## config.mk

```make
export PLATFORM = sky130hd
export DESIGN_NAME = fpmc_top
export DESIGN_NICKNAME = d
export VERILOG_FILES = /design/src/common/fpmc_pkg.sv /design/src/common/fpmc_key_if.sv /design/src/verilog/fpmc_keys.sv /design/src/verilog/fpmc_top.sv
export SDC_FILE = /design/constraint.sdc
export NUM_CORES = 1
export LEC_CHECK = 0
export BUFFER_PORTS_ARGS = -buffer_cell sky130_fd_sc_hd__buf_2
export CAP_MARGIN = 10
export CORE_ASPECT_RATIO = 0.8
export CORE_MARGIN = 3
export CORE_UTILIZATION = 51
export DETAILED_ROUTE_END_ITERATION = 8
export PLACE_DENSITY = 0.72
export SLEW_MARGIN = 40
export SYNTH_ARGS = -nofsm -noshare
export SYNTH_HDL_FRONTEND = slang
export SYNTH_SLANG_ARGS = --single-unit
```

## constraint.sdc

```tcl
create_clock -name clk -period 5.84 [get_ports clk]
set_clock_uncertainty 0.05 [all_clocks]
set_input_delay 0.292 -clock clk [delete_from_list [all_inputs] [get_ports clk]]
set_output_delay 0.292 -clock clk [all_outputs]
set_load 0.01 [all_outputs]
```

## src/common/fpmc_pkg.sv

```systemverilog
// constants, settings layout and states of the front panel menu controller
// assumes a single 125 MHz clock domain
package fpmc_pkg;
	localparam longint CLK_HZ = 125_000_000;
	localparam longint TIMEOUT_MS = 12000;
	localparam longint TIMEOUT_CYC = TIMEOUT_MS * CLK_HZ / 1000;
	localparam longint PHASE_MS = 1000;
	localparam longint PHASE_CYC = PHASE_MS * CLK_HZ / 1000;
	localparam longint DEBOUNCE_MS = 10;
	localparam longint DEBOUNCE_CYC = DEBOUNCE_MS * CLK_HZ / 1000;
	localparam longint MUTE_MS = 50;
	localparam longint MUTE_CYC = MUTE_MS * CLK_HZ / 1000;

	localparam logic [10:0] FREQ_MIN = 11'h0FA;
	localparam logic [10:0] FREQ_MAX = 11'h3B6;
	localparam logic [10:0] GAIN_MAX = 11'h032;
	localparam logic [10:0] ADDR_MAX = 11'h01F;

	// menu order
	localparam logic [2:0] M_FREQ = 3'h0;
	localparam logic [2:0] M_GAIN = 3'h1;
	localparam logic [2:0] M_REMOTE = 3'h2;
	localparam logic [2:0] M_INVERT = 3'h3;
	localparam logic [2:0] M_EXTREF = 3'h4;
	localparam logic [2:0] M_LINK = 3'h5;
	localparam logic [2:0] M_ADDR = 3'h6;

	localparam logic [7:0] REG_STATUS = 8'h00;
	localparam logic [7:0] REG_SET = 8'h04;
	localparam logic [7:0] REG_EDIT = 8'h08;
	localparam logic [7:0] REG_CTRL = 8'h0C;
	localparam logic [7:0] REG_VER = 8'h10;
	localparam int CTRL_MUTE_BIT = 0;

	typedef struct packed {
		logic [9:0] freq;
		logic [5:0] gain;
		logic remote;
		logic invert;
		logic ext_ref;
		logic link_multidrop;
		logic [4:0] addr;
	} fpmc_set_t;

	localparam fpmc_set_t SET_RST = '{freq: 10'h0FA, gain: 6'h00, remote: 1'b0,
		invert: 1'b0, ext_ref: 1'b0, link_multidrop: 1'b0, addr: 5'h00};

	typedef enum logic [2:0] {
		ST_LAMP, ST_VER, ST_SHOW, ST_NORMAL, ST_EDIT, ST_SAVE
	} fpmc_state_t;
endpackage : fpmc_pkg

```

## src/common/fpmc_key_if.sv

```systemverilog
// debounced one-cycle switch press pulses
// assumes source and sink share clk
`timescale 1ns/1ns
interface fpmc_key_if;
	logic sel;
	logic left;
	logic right;
	logic up;
	logic down;
	modport src (output sel, output left, output right, output up, output down);
	modport dst (input sel, input left, input right, input up, input down);
endinterface : fpmc_key_if

```

## src/verilog/fpmc_keys.sv

```systemverilog
// switch synchroniser, debouncer and press detector
// assumes raw switch pins high while pressed, asynchronous to clk
`timescale 1ns/1ns
module fpmc_keys #(
	parameter int unsigned DEB_CYC = 32'(fpmc_pkg::DEBOUNCE_CYC)
) (
	input wire logic clk,
	input wire logic rst_n,
	input wire logic [4:0] sw_raw,
	fpmc_key_if.src k
);
	wire [4:0] press;

	for (genvar i = 0; i < 5; i++) begin : g_key
		logic m;
		logic s;
		logic db;
		logic p;
		logic [31:0] cnt;
		wire settle = (s != db) && (cnt == DEB_CYC - 1);
		always_ff @(posedge clk) begin
			if (!rst_n) begin
				m <= 1'b0;
				s <= 1'b0;
				db <= 1'b0;
				cnt <= 32'h0;
				p <= 1'b0;
			end else begin
				m <= sw_raw[i];
				s <= m;
				cnt <= (s == db || settle) ? 32'h0 : cnt + 32'h1;
				db <= settle ? s : db;
				p <= settle && s;
			end
		end
		assign press[i] = p;
	end

	assign k.sel = press[0];
	assign k.left = press[1];
	assign k.right = press[2];
	assign k.up = press[3];
	assign k.down = press[4];

	property p_press_single;
		@(posedge clk) disable iff (!rst_n)
		press[0] |=> !press[0];
	endproperty
	a_press_single: assert property (p_press_single) else $error("press pulse too long");
endmodule : fpmc_keys

```

## src/verilog/fpmc_top.sv

```systemverilog
// front panel menu controller: power-up display, seven-item menu editing, save prompt
// assumes raw switch and lock pins, an external settings store and a display driver
//
// Overview of operation
// - Seven menus in order: frequency, gain, remote, invert, ext ref, link, address.
// - Changes other than live gain take effect only via select key session closed at save prompt.
// - About twelve seconds idle in a session reverts display and abandons it.
// - Power-up shows all segments, then version, then frequency and gain still at their SET_RST values.
// - Saved settings persist across power loss and are restored on power-up.
// - Horizontal rocker moves cursor one position in the pressed direction.
// - Vertical rocker raises or lowers the frequency or gain digit under cursor.
// - Vertical rocker flips on/off settings regardless of direction.
// - Frequency applies only after yes at save; carrier muted while applied.
// - Gain applies live per digit; stored only after yes at save.
// - Gain steps by one or ten decibels depending on cursor position.
// - Gain spans zero to fifty decibels in one decibel steps.
// - Yes commits edited settings; no restores the previous settings.
// - Select key on the return marker opens the save prompt.
// - Select key off the return marker advances to the next menu.
// - Alarm lit whenever any oscillator loop reports loss of lock.
// - Mute lamp lit by mute selection or retune carrier mute, remote lamp follows remote mode.
// - Frequency spans 250 to 950 MHz in one megahertz steps.
// - Multidrop address spans 00 to 31.
`timescale 1ns/1ns
module fpmc_top #(
	parameter int NPLL = 2,
	parameter logic [15:0] FW_VERSION = 16'h0100, // arbitrary
	parameter int unsigned TIMEOUT_CYC = 32'(fpmc_pkg::TIMEOUT_CYC),
	parameter int unsigned PHASE_CYC = 32'(fpmc_pkg::PHASE_CYC),
	parameter int unsigned DEBOUNCE_CYC = 32'(fpmc_pkg::DEBOUNCE_CYC),
	parameter int unsigned MUTE_CYC = 32'(fpmc_pkg::MUTE_CYC)
) (
	input wire logic clk,
	input wire logic rst_n,
	input wire logic sw_sel,
	input wire logic sw_left,
	input wire logic sw_right,
	input wire logic sw_up,
	input wire logic sw_down,
	input wire logic [NPLL-1:0] pll_unlock,
	input wire logic nv_valid,
	input wire fpmc_pkg::fpmc_set_t nv_rd_data,
	output logic nv_wr,
	output fpmc_pkg::fpmc_set_t nv_wr_data,
	output fpmc_pkg::fpmc_set_t app_set,
	output logic [5:0] rf_gain,
	output logic carrier_mute,
	output fpmc_pkg::fpmc_state_t disp_phase,
	output logic [2:0] disp_menu,
	output logic [2:0] disp_cursor,
	output fpmc_pkg::fpmc_set_t disp_set,
	output logic disp_yes,
	output logic [15:0] disp_version,
	output logic led_alarm,
	output logic led_mute,
	output logic led_remote,
	input wire logic [7:0] addr,
	input wire logic [31:0] wdata,
	input wire logic wr,
	input wire logic rd,
	output logic [31:0] rdata
);
	fpmc_key_if k();
	fpmc_pkg::fpmc_state_t st, next_st;
	fpmc_pkg::fpmc_set_t cur, next_cur, edt, next_edt;
	logic [2:0] menu, next_menu, pos, next_pos;
	logic yes, next_yes, commit, mute_sel;
	logic [31:0] tcnt, pcnt, mcnt;
	logic [NPLL-1:0] pll_m, pll_s;

	fpmc_keys #(.DEB_CYC(DEBOUNCE_CYC)) u_keys (
		.clk(clk),
		.rst_n(rst_n),
		.sw_raw({sw_down, sw_up, sw_right, sw_left, sw_sel}),
		.k(k)
	);

	wire any_key = k.sel | k.left | k.right | k.up | k.down;
	wire in_sess = (st == fpmc_pkg::ST_EDIT) || (st == fpmc_pkg::ST_SAVE);
	wire pu = (st == fpmc_pkg::ST_LAMP) || (st == fpmc_pkg::ST_VER) || (st == fpmc_pkg::ST_SHOW);
	wire ph_done = pu && (pcnt == PHASE_CYC - 1);
	wire t_out = in_sess && !any_key && (tcnt == TIMEOUT_CYC - 1);

	// digits per menu; cursor == ndig is the return marker
	wire [2:0] ndig = (menu == fpmc_pkg::M_FREQ) ? 3'h4 :
		(menu == fpmc_pkg::M_GAIN || menu == fpmc_pkg::M_ADDR) ? 3'h2 : 3'h1;
	wire at_ret = (pos == ndig);
	wire is_tog = (menu != fpmc_pkg::M_FREQ) && (menu != fpmc_pkg::M_GAIN) &&
		(menu != fpmc_pkg::M_ADDR);
	wire [2:0] didx = ndig - pos - 3'h1;
	wire [10:0] w = (didx == 3'h3) ? 11'h3E8 : (didx == 3'h2) ? 11'h064 :
		(didx == 3'h1) ? 11'h00A : 11'h001;
	wire [10:0] val = (menu == fpmc_pkg::M_FREQ) ? {1'b0, edt.freq} :
		(menu == fpmc_pkg::M_GAIN) ? {5'h00, edt.gain} : {6'h00, edt.addr};
	wire [10:0] vmax = (menu == fpmc_pkg::M_FREQ) ? fpmc_pkg::FREQ_MAX :
		(menu == fpmc_pkg::M_GAIN) ? fpmc_pkg::GAIN_MAX : fpmc_pkg::ADDR_MAX;
	wire [10:0] vmin = (menu == fpmc_pkg::M_FREQ) ? fpmc_pkg::FREQ_MIN : 11'h000;
	wire [11:0] up_sum = {1'b0, val} + {1'b0, w};
	wire [11:0] dn_lim = {1'b0, vmin} + {1'b0, w};
	wire inc_ok = up_sum <= {1'b0, vmax};
	wire dec_ok = {1'b0, val} >= dn_lim;
	wire [10:0] new_val = k.up ? up_sum[10:0] : val - w;
	wire freq_chg = commit && (edt.freq != cur.freq);

	always_comb begin
		next_st = st;
		next_menu = menu;
		next_pos = pos;
		next_yes = yes;
		next_edt = edt;
		next_cur = cur;
		commit = 1'b0;
		case (st)
			fpmc_pkg::ST_LAMP: if (ph_done) begin
				next_st = fpmc_pkg::ST_VER;
				next_cur = nv_valid ? nv_rd_data : fpmc_pkg::SET_RST;
			end
			fpmc_pkg::ST_VER: if (ph_done) begin
				next_st = fpmc_pkg::ST_SHOW;
			end
			fpmc_pkg::ST_SHOW: if (ph_done) begin
				next_st = fpmc_pkg::ST_NORMAL;
				next_edt = cur;
			end
			fpmc_pkg::ST_NORMAL: if (k.sel) begin
				next_st = fpmc_pkg::ST_EDIT;
				next_menu = fpmc_pkg::M_FREQ;
				next_pos = 3'h0;
				next_edt = cur;
			end
			fpmc_pkg::ST_EDIT: begin
				if (t_out) begin
					next_st = fpmc_pkg::ST_NORMAL;
					next_edt = cur;
				end else if (k.sel && at_ret) begin
					next_st = fpmc_pkg::ST_SAVE;
					next_yes = 1'b1;
				end else if (k.sel) begin
					next_menu = (menu == fpmc_pkg::M_ADDR) ? fpmc_pkg::M_FREQ : menu + 3'h1;
					next_pos = 3'h0;
				end else if (k.left && pos != 3'h0) begin
					next_pos = pos - 3'h1;
				end else if (k.right && !at_ret) begin
					next_pos = pos + 3'h1;
				end else if ((k.up || k.down) && !at_ret && is_tog) begin
					case (menu)
						fpmc_pkg::M_REMOTE: next_edt.remote = !edt.remote;
						fpmc_pkg::M_INVERT: next_edt.invert = !edt.invert;
						fpmc_pkg::M_EXTREF: next_edt.ext_ref = !edt.ext_ref;
						default: next_edt.link_multidrop = !edt.link_multidrop;
					endcase
				end else if ((k.up && inc_ok) || (k.down && dec_ok)) begin
					if (!at_ret) begin
						case (menu)
							fpmc_pkg::M_FREQ: next_edt.freq = new_val[9:0];
							fpmc_pkg::M_GAIN: next_edt.gain = new_val[5:0];
							default: next_edt.addr = new_val[4:0];
						endcase
					end
				end
			end
			fpmc_pkg::ST_SAVE: begin
				if (t_out) begin
					next_st = fpmc_pkg::ST_NORMAL;
					next_edt = cur;
				end else if (k.sel) begin
					next_st = fpmc_pkg::ST_NORMAL;
					commit = yes;
					next_cur = yes ? edt : cur;
					next_edt = yes ? edt : cur;
				end else if (k.left) begin
					next_yes = 1'b1;
				end else if (k.right) begin
					next_yes = 1'b0;
				end
			end
			default: next_st = fpmc_pkg::ST_LAMP;
		endcase
	end

	always_ff @(posedge clk) begin
		if (!rst_n) begin
			st <= fpmc_pkg::ST_LAMP;
			menu <= fpmc_pkg::M_FREQ;
			pos <= 3'h0;
			yes <= 1'b1;
			cur <= fpmc_pkg::SET_RST;
			edt <= fpmc_pkg::SET_RST;
		end else begin
			st <= next_st;
			menu <= next_menu;
			pos <= next_pos;
			yes <= next_yes;
			cur <= next_cur;
			edt <= next_edt;
		end
	end

	// idle, power-up phase and mute counters
	always_ff @(posedge clk) begin
		if (!rst_n) begin
			tcnt <= 32'h0;
			pcnt <= 32'h0;
			mcnt <= 32'h0;
		end else begin
			tcnt <= (!in_sess || any_key || t_out) ? 32'h0 : tcnt + 32'h1;
			pcnt <= (!pu || ph_done) ? 32'h0 : pcnt + 32'h1;
			mcnt <= freq_chg ? MUTE_CYC : (mcnt != 32'h0) ? mcnt - 32'h1 : 32'h0;
		end
	end

	always_ff @(posedge clk) begin
		if (!rst_n) begin
			pll_m <= '0;
			pll_s <= '0;
		end else begin
			pll_m <= pll_unlock;
			pll_s <= pll_m;
		end
	end

	always_ff @(posedge clk) begin
		if (!rst_n) begin
			nv_wr <= 1'b0;
			nv_wr_data <= fpmc_pkg::SET_RST;
			app_set <= fpmc_pkg::SET_RST;
			rf_gain <= 6'h00;
			carrier_mute <= 1'b0;
			led_alarm <= 1'b0;
			led_mute <= 1'b0;
			led_remote <= 1'b0;
		end else begin
			nv_wr <= commit;
			nv_wr_data <= commit ? edt : nv_wr_data;
			app_set <= cur;
			rf_gain <= in_sess ? edt.gain : cur.gain;
			carrier_mute <= freq_chg || (mcnt > 32'h1);
			led_alarm <= |pll_s;
			led_mute <= mute_sel || carrier_mute;
			led_remote <= cur.remote;
		end
	end

	assign disp_phase = st;
	assign disp_menu = menu;
	assign disp_cursor = pos;
	assign disp_set = edt;
	assign disp_yes = yes;
	assign disp_version = FW_VERSION;

	// register port
	wire [31:0] rd_mux =
		(addr == fpmc_pkg::REG_STATUS) ? {14'h0000, led_alarm, carrier_mute, 3'h0, yes,
			1'b0, pos, 1'b0, menu, 1'b0, st} :
		(addr == fpmc_pkg::REG_SET) ? {7'h00, cur} :
		(addr == fpmc_pkg::REG_EDIT) ? {7'h00, edt} :
		(addr == fpmc_pkg::REG_CTRL) ? {31'h00000000, mute_sel} :
		(addr == fpmc_pkg::REG_VER) ? {16'h0000, FW_VERSION} : 32'h00000000;

	always_ff @(posedge clk) begin
		if (!rst_n) begin
			rdata <= 32'h00000000;
			mute_sel <= 1'b0;
		end else begin
			rdata <= rd ? rd_mux : 32'h00000000;
			if (wr && addr == fpmc_pkg::REG_CTRL) begin
				mute_sel <= wdata[fpmc_pkg::CTRL_MUTE_BIT];
			end
		end
	end

	property p_freq_commit;
		@(posedge clk) disable iff (!rst_n)
		(st == fpmc_pkg::ST_NORMAL && $changed(cur.freq)) |->
			$past(st == fpmc_pkg::ST_SAVE && k.sel && yes);
	endproperty
	a_freq_commit: assert property (p_freq_commit) else $error("freq changed w/o save");

	property p_timeout;
		@(posedge clk) disable iff (!rst_n)
		(in_sess && !any_key && tcnt == TIMEOUT_CYC - 1) |=>
			(st == fpmc_pkg::ST_NORMAL && edt == $past(cur));
	endproperty
	a_timeout: assert property (p_timeout) else $error("idle timeout did not revert");

	property p_lamp_next;
		@(posedge clk) disable iff (!rst_n)
		st == fpmc_pkg::ST_LAMP |=> st == fpmc_pkg::ST_LAMP || st == fpmc_pkg::ST_VER;
	endproperty
	a_lamp_next: assert property (p_lamp_next) else $error("power-up order broken");

	property p_cursor_right;
		@(posedge clk) disable iff (!rst_n)
		(st == fpmc_pkg::ST_EDIT && k.right && !k.sel && !k.left && !at_ret) |=>
			pos == $past(pos) + 3'h1;
	endproperty
	a_cursor_right: assert property (p_cursor_right) else $error("cursor did not move");

	property p_toggle;
		@(posedge clk) disable iff (!rst_n)
		(st == fpmc_pkg::ST_EDIT && menu == fpmc_pkg::M_REMOTE && pos == 3'h0 && k.down &&
			!k.sel && !k.left && !k.right) |=> edt.remote != $past(edt.remote);
	endproperty
	a_toggle: assert property (p_toggle) else $error("toggle did not flip");

	property p_gain_live;
		@(posedge clk) disable iff (!rst_n)
		st == fpmc_pkg::ST_EDIT ##1 st == fpmc_pkg::ST_EDIT |-> rf_gain == $past(edt.gain);
	endproperty
	a_gain_live: assert property (p_gain_live) else $error("gain not applied live");

	property p_ranges;
		@(posedge clk) disable iff (!rst_n)
		{5'h00, edt.gain} <= fpmc_pkg::GAIN_MAX && {6'h00, edt.addr} <= fpmc_pkg::ADDR_MAX &&
			(st != fpmc_pkg::ST_EDIT || ({1'b0, edt.freq} >= fpmc_pkg::FREQ_MIN &&
			{1'b0, edt.freq} <= fpmc_pkg::FREQ_MAX));
	endproperty
	a_ranges: assert property (p_ranges) else $error("setting out of range");

	property p_next_menu;
		@(posedge clk) disable iff (!rst_n)
		(st == fpmc_pkg::ST_EDIT && k.sel && !at_ret && !t_out && menu != fpmc_pkg::M_ADDR)
			|=> menu == $past(menu) + 3'h1 && pos == 3'h0;
	endproperty
	a_next_menu: assert property (p_next_menu) else $error("menu did not advance");

	property p_mute;
		@(posedge clk) disable iff (!rst_n)
		freq_chg |=> carrier_mute [*2];
	endproperty
	a_mute: assert property (p_mute) else $error("carrier not muted on retune");

	property p_alarm;
		@(posedge clk) disable iff (!rst_n)
		(|pll_s) |=> led_alarm;
	endproperty
	a_alarm: assert property (p_alarm) else $error("alarm lamp missed lock loss");
endmodule : fpmc_top

```

# Word level (Yosys, flattened, before mapping)
# Cells that the tools add are included.
[op_classes]
eq_ne = 68
bitwise = 7
magnitude_cmp = 3
n_mux = 79
reduce_logical = 84
add_sub_neg = 16
[ops]
columns = ["cell", "count"]
rows = [
  ["$mux 25", 15],
  ["$add 32x1->32 const B", 7],
  ["$eq 32x21->1 const B", 5],
  ["$pmux 25 s4", 1],
  ["$mux 3", 19],
  ["$mux 10", 5],
  ["$pmux 25 s2", 1],
  ["$mux 16", 3],
  ["$mux 23", 2],
  ["$reduce_and 10->1", 4],
  ["$reduce_and 12->1", 3],
  ["$eq 32x27->1 const B", 1],
  ["$eq 32x31->1 const B", 1],
  ["$gt 32x1->1 const B", 1],
  ["$reduce_bool 32->1", 1],
  ["$sub 32x1->32 const B", 1],
  ["$ne 3x2->1 const B", 9],
  ["$ne 3x3->1 const B", 9],
  ["$logic_and 1x1->1", 24],
  ["$mux 6", 4],
  ["$mux 5", 4],
  ["$eq 3x2->1 const B", 6],
  ["$mux 18", 1],
  ["$mux 9", 2],
  ["45 further kinds", 128],
]
[word_totals]
register_bits = 433
inputBits = 77
elab_cells = 329
out_inout_bits = 144

# Logic depth before layout (Yosys ltp)
[logic_depth]
ltp_word = 22
depth_mapped = 26

# Hierarchy
# From an unflattened synthesis, not the netlist that was laid out.
[hier_totals]
cells_unflattened = 2476
hier_area_um2 = 20862.5
[by_module_without_submodules]
columns = ["module", "n_inst", "seq_area_each_um2", "area_each_um2", "cells_per_inst"]
rows = [
  ["fpmc_top", 1, 4924.7, 12894.9, 1579],
  ["fpmc_keys", 1, 3603.5, 7967.6, 897],
]

# Worst setup path before layout
# No wires, ideal clock.
[synth_timing]
path_kind = "reg2reg"
from = "reg menu[1] (netlist: disp_menu[1])"
to = "reg edt, in the netlist disp_set[17]"
path_stages_with_launch = 24
arrival_time_ns = 5.265
setup_slack_ns = 0.389
setup_ns = 0.136
synth_period_minus_slack_ns = 5.451
path_buffers = 1
cell_sequence = "dfxtp_1 -> clkbuf_1 -> and3b_1 -> nor2_1 -> ha_1 -> fa_1 -> xnor2_1 -> and2_1 -> inv_1 -> nor2_1 -> inv_1 -> ha_1 -> nand2b_1 -> a21oi_1 -> a311o_1 -> a21oi_1 -> xor2_1 -> ha_1 -> and2_1 -> a2111oi_1 -> nor4_2 -> a21bo_2 -> a2111oi_0 -> a211oi_1"
[synth_via]
elab_chain_len = 22
word_cells_on_any_way = 56
[synth_lines]
columns = ["item", "line_no", "text"]
rows = [
  ["from (decl)", "fpmc_top.sv:66", "logic [2:0] menu, next_menu, pos, next_pos;"],
  ["from (signal assigned)", "fpmc_top.sv:184", "menu <= fpmc_pkg::M_FREQ;"],
  ["from (signal assigned)", "fpmc_top.sv:191", "menu <= next_menu;"],
  ["$eq 3x1->1 or $eq 3x3->1 (tied branches)", "fpmc_top.sv:86, fpmc_top.sv:94, fpmc_top.sv:96", ""],
  ["$logic_or 1x1->1", "fpmc_top.sv:86", "(menu == fpmc_pkg::M_GAIN || menu == fpmc_pkg::M_ADDR) ? 3'h2 : 3'h1;"],
  ["$mux 2", "fpmc_top.sv:86", ""],
  ["$mux 3", "fpmc_top.sv:85", "wire [2:0] ndig = (menu == fpmc_pkg::M_FREQ) ? 3'h4 :"],
  ["$sub 3x3->3", "fpmc_top.sv:90", "wire [2:0] didx = ndig - pos - 3'h1;"],
  ["$sub 3x1->3", "fpmc_top.sv:90", ""],
  ["$eq 3x1->1", "fpmc_top.sv:92", "(didx == 3'h1) ? 11'h00A : 11'h001;"],
  ["$mux 4", "fpmc_top.sv:92", ""],
  ["[6 not listed]", "n/a", ""],
  ["$mux 16", "fpmc_top.sv:152", "end else if ((k.up && inc_ok) || (k.down && dec_ok)) begin"],
  ["$mux 16", "fpmc_top.sv:145", "end else if ((k.up || k.down) && !at_ret && is_tog) begin"],
  ["$mux 25", "fpmc_top.sv:143", "end else if (k.right && !at_ret) begin"],
  ["$mux 25", "fpmc_top.sv:141", "end else if (k.left && pos != 3'h0) begin"],
  ["$mux 25", "fpmc_top.sv:138", "end else if (k.sel) begin"],
  ["$mux 25", "fpmc_top.sv:135", "end else if (k.sel && at_ret) begin"],
  ["$mux 25", "fpmc_top.sv:132", "if (t_out) begin"],
  ["$pmux 25 s4", "fpmc_top.sv:113", "case (st)"],
  ["to (signal assigned)", "fpmc_top.sv:188", "edt <= fpmc_pkg::SET_RST;"],
  ["to (signal assigned)", "fpmc_top.sv:195", "edt <= next_edt;"],
  ["to (decl)", "fpmc_top.sv:65", "fpmc_pkg::fpmc_set_t cur, next_cur, edt, next_edt;"],
]
# Several ways; a longest one is shown, not always the timed one. The select of a mux whose other input is x is not followed.
# A chain may end at the register's enable or synchronous reset.

# Worst setup path after layout
[layout_timing]
from = "reg menu[2] (netlist: disp_menu[2])"
to = "reg edt, in the netlist disp_set[16]"
# Same word-level chain as after synthesis.

==> results.txt <==
- STA puts the critical path data required time at 6.19 ns.
- Effective utilization at floorplan: 51.94%
- Global-route wire length before repair: 85930 um
- Fraction of post-synthesis cell area in the top cell type by area: 41.45%
* Final setup fails: 0
- Power spread over the standard cell area amounts to 282.5 nW/um^2.
- Die height: 185.6 um
- Area growth from synthesis to layout: 13.54%
- Total overflow reported by the global router: 0
- Summed over all cells, the static leakage comes to 8.799 nW.
- Filler Cells Inserted: 3555
- Clock Root Buffer: sky130_fd_sc_hd__clkbuf_16
- STA classifies the critical path startpoint as a flop.
* Fin nets: 2736
- Once detail routing completed, the nets flagged for antenna violations numbered 0.
* DRT iter0 DRCs: 1455
* Transition time at the pin with the least slew margin: 0.8017 ns
- In the synthesized netlist the dominant register cell turns out to be sky130_fd_sc_hd__dfxtp_1.
* Vias per inst: 5.637
* Die width: 230.6 um
- In this run the tool buffered the top-level ports with 166 buffer cells.
- Flip-flop and latch count after synthesis: 426
* Core Rows: 65
* Half-perimeter wire length after placement: 37470 um
* Clock sink count: 426
* Fin Setup TNS: 0 ns
- Result of the run: complete, no violations
- After Yosys synthesis, and, or, nand and nor cells account for 26.91% of the synthesized area.
- In the final layout, the share of cells above drive strength 1 is 12.00%.
- Synth Warn #: 0
- At the end of routability-driven placement, the weighted congestion stood at 0.9055.
* Combinational family with the most area after synthesis: simple AND/OR/NAND/NOR gates
* Pins Over Slew Limit: 0
- Before antenna repair, the detailed router went through 6 iterations.
* Crit path max fanout: 7
- Non-filler instance count after layout: 3177
- Static timing analysis puts the maximum clock frequency at 0.1810 GHz.
* CTS tree: built
- Routed wire length: 53760 um
- For met3 alone, demand over resource in global routing was 4.468%.
- Mux contribution to synthesized area: 2.694%
* Final critical path time including I/O delays and setup: 5.524 ns
* EDFF count, synth: 0
- Fraction of registers with async set or reset after synthesis: 0%
* Placed Area: 21720 um^2
- Clock-pin slew was measured on the worst setup and hold paths at 0.07 ns.
* Area of all placed cells without fillers: 23360 um^2
* Share of the synthesized netlist area taken by xor and xnor gates: 10.64%
- Dividing the synthesized area by the synthesized cell count gives 8.282 um^2.
- Syn Inst Count: 2484
* Count of unresolved DRC violations after routing: 0
* Core Footprint: 39610 um^2
- Library cell contributing the largest single delay on the critical path: sky130_fd_sc_hd__a2111oi_4
- Max-cap violations in this run came to 0.
* Max incr delay on CP: 0.42 ns
* Placed instance count: 3087
* Via count: 17910
- Total I/O pin count: 221
- The layer flagged by global routing as most heavily used is met2.
- The hold violation count in the final report came to 0.
- Final period utilization: 94.58%
- In the global route stage, overall resource usage came out at 24.22%.
* Average wire per cell in the routed design: 16.92 um
- Worst setup path category: reg -> reg
- Share of synthesized area occupied by flip-flops and latches: 41.45%
- Prior to clock tree synthesis, the placed netlist has a worst setup slack of -0.1005 ns.
- Post-Syn Area: 20570 um^2
- Across the VDD grid, the largest voltage drop is 0.0002066 V.
- Count of inserted antenna diode cells: 0
- For the worst-skew pair, the clock arrives at the later sink with an insertion delay of 0.56 ns.
* Met2 usage: 38.54%
- Summed over all instances, the cell type with the most area after synthesis is sky130_fd_sc_hd__dfxtp_1.
- In this run the worst hold path is classified as in -> reg.
* Arithmetic-cell share of the synthesized area counting full adders, half adders and majority gates: 3.308%
* Overall die area: 42800 um^2
- Yosys mapped the design onto 81 distinct sky130hd cell types.
- Largest net degree at the start of global routing: 92
- Capturing element type of the critical path: flop
- Cell types occupying the most area after synthesis: sky130_fd_sc_hd__dfxtp_1 (41%), sky130_fd_sc_hd__nor2_1 (7.7%), sky130_fd_sc_hd__xor2_1 (6.2%)
- Clock Tree Buf Depth: 3
- Summing the areas of all compound-gate instances in the mapped netlist gives 10.75% of the synthesized area.
* Initial antenna violation count: 0
- The signal on the critical path passes through and3b_1 -> nor2_1 -> ha_1 -> fa_1 -> xnor2_2 -> and2_2 -> inv_1 -> nor2_2 -> inv_1 -> ha_2 -> nand2b_1 -> a21oi_1 -> a311o_1 -> a21oi_2 -> xor2_1 -> ha_1 -> and2_1 -> a2111oi_4 -> nor4_4 -> a21bo_2 -> nor2_1 -> o211ai_1.
- The H-tree generated during clock tree synthesis spans 2 levels.
- GR Layer Usage met1: 32.89%
- In the post-route analysis, the smallest setup slack over all paths is 0.3164 ns.
- Tightest hold margin: 0.04948 ns
- Data on the critical path arrives at its endpoint at 5.87 ns.
- Relative max-transition margin: 46.55%
- Buffers inserted during clock tree synthesis total 44.
- Vias in the first global route: 16930
## worst max-delay path, delay by kind of cell, from the launching register on
kind,cells,cell delay (ns)
AND/OR/NAND/NOR,8,1.40
AO/OA/AOI/OAI,6,1.53
flip-flops,1,0.41
buffers and inverters,2,0.21
XOR/XNOR,2,0.45
adder cells (fa/ha/maj),4,1.28
## layout by cell type, fill, tap and decap left out, drive strengths merged, types with 9 or more instances in the layout
cell,instances
a211oi,10
or3,38
nor4b,17
xnor2,105
o211ai,37
nor3,41
nor2,425
a22oi,19
mux2i,46
nor4,43
xor2,145
o21ai,104
and3,44
nand3b,9
nand4,46
nand2b,23
nand2,218
clkinvlp,10
nor2b,12
o31ai,10
dfxtp,426
and2,47
nand3,136
clkbuf,56
clkinv,10
conb,23
a21oi,108
inv,61
and4,11
buf,188
ha,48
## power by group
| part | internal [mW] | total (mW) | switching, mW | leakage (nW) |
|---|---|---|---|---|
| clock network | 1.65 | 2.85 | 1.20 | 0.691 |
| logic | 0.252 | 0.647 | 0.394 | 4.67 |
| registers | 3.01 | 3.10 | 0.0903 | 3.44 |
## registers in the layout, summed over array words and instances, names as in the netlist, 5 cells and up
register and cells:
app_set 24, cur 25, disp_set 25, mcnt 32, nv_wr_data 25, pcnt 32
rdata 25, rf_gain 6, tcnt 32, u_keys.g_key.cnt 160, u_keys.g_key.db 5, u_keys.g_key.m 5
u_keys.g_key.s 5
## per-stage QoR
step	total power [mW]	util, %
global route	6.885	58.98
global placement	3.771	54.75
detailed placement	3.796	54.84
finish	6.599	58.98
CTS	6.649	58.84
floorplan	3.665	-
## synthesized netlist by cell type, types with 12 or more instances
| master | count |
|---|---|
| sky130_fd_sc_hd__dfxtp_1 | 426 |
| sky130_fd_sc_hd__nor2_1 | 424 |
| sky130_fd_sc_hd__nand2_1 | 217 |
| sky130_fd_sc_hd__xor2_1 | 145 |
| sky130_fd_sc_hd__nand3_1 | 134 |
| sky130_fd_sc_hd__a21oi_1 | 107 |
| sky130_fd_sc_hd__xnor2_1 | 105 |
| sky130_fd_sc_hd__o21ai_0 | 102 |
| sky130_fd_sc_hd__clkbuf_1 | 100 |
| sky130_fd_sc_hd__inv_1 | 59 |
| sky130_fd_sc_hd__ha_1 | 48 |
| sky130_fd_sc_hd__and2_1 | 46 |
| sky130_fd_sc_hd__mux2i_1 | 46 |
| sky130_fd_sc_hd__nand4_1 | 46 |
| sky130_fd_sc_hd__and3_1 | 44 |
| sky130_fd_sc_hd__nor4_1 | 41 |
| sky130_fd_sc_hd__nor3_1 | 40 |
| sky130_fd_sc_hd__or3_1 | 38 |
| sky130_fd_sc_hd__o211ai_1 | 37 |
| sky130_fd_sc_hd__buf_4 | 26 |
| sky130_fd_sc_hd__nand2b_1 | 23 |
| sky130_fd_sc_hd__a22oi_1 | 19 |
| sky130_fd_sc_hd__nor4b_1 | 17 |
| sky130_fd_sc_hd__nor2b_1 | 12 |
## worst paths after layout
kind	start	to	slack [ns]	cells after the start
setup / recovery	disp_menu[2]$_SDFFE_PN0P_	disp_set[16]$_SDFFE_PN1P_	0.32	22
hold reg to reg	u_keys.g_key[0].m$_SDFF_PN0_	u_keys.g_key[0].s$_SDFF_PN0_	0.38	1
setup reg to reg	disp_menu[2]$_SDFFE_PN0P_	disp_set[16]$_SDFFE_PN1P_	0.32	22
hold / removal	rd	rdata[0]$_SDFF_PN0_	0.05	3
## cell type report
class | count | area [um^2] | area share [%]
multi-input cells | 1878 | 11360 | 48.62
clock buffers | 56 | 1207 | 5.169
inverters | 61 | 230.2 | 0.9855
well taps | 536 | 670.6 | 2.871
clock inverters | 24 | 260.3 | 1.114
repair buffers | 196 | 1102 | 4.719
flip-flops and latches | 426 | 8531 | 36.52
## routing by layer
layer	wire length, um	vias up
li1	-	8753
met1	24250	8421
met2	23700	621
met3	3992	115
met4	1828	0
met5	0	-
## kinds of logic after synthesis
| logic type | after synthesis |
|---|---|
| other | 2 |
| DFF | 426 |
| buffers and inverters | 201 |
| muxes | 54 |
| adders and majority gates | 52 |
| AOI/OAI and AO/OA | 355 |
| and+or+nand+nor | 1144 |
| xor gates and xnor gates | 250 |
## what timing repair did
action | 4_1_cts | 5_1_grt
hold buffers | 8 | 0
pin swaps | 1 | 0
endpoints found under the setup margin | 20 | 21
gates cloned | 0 | 0
hold endpoints to repair | 8 | 0
gates resized for setup | 3 | 12
buffers inserted | 2 | 0
Power figures use the tool's default switching activity.
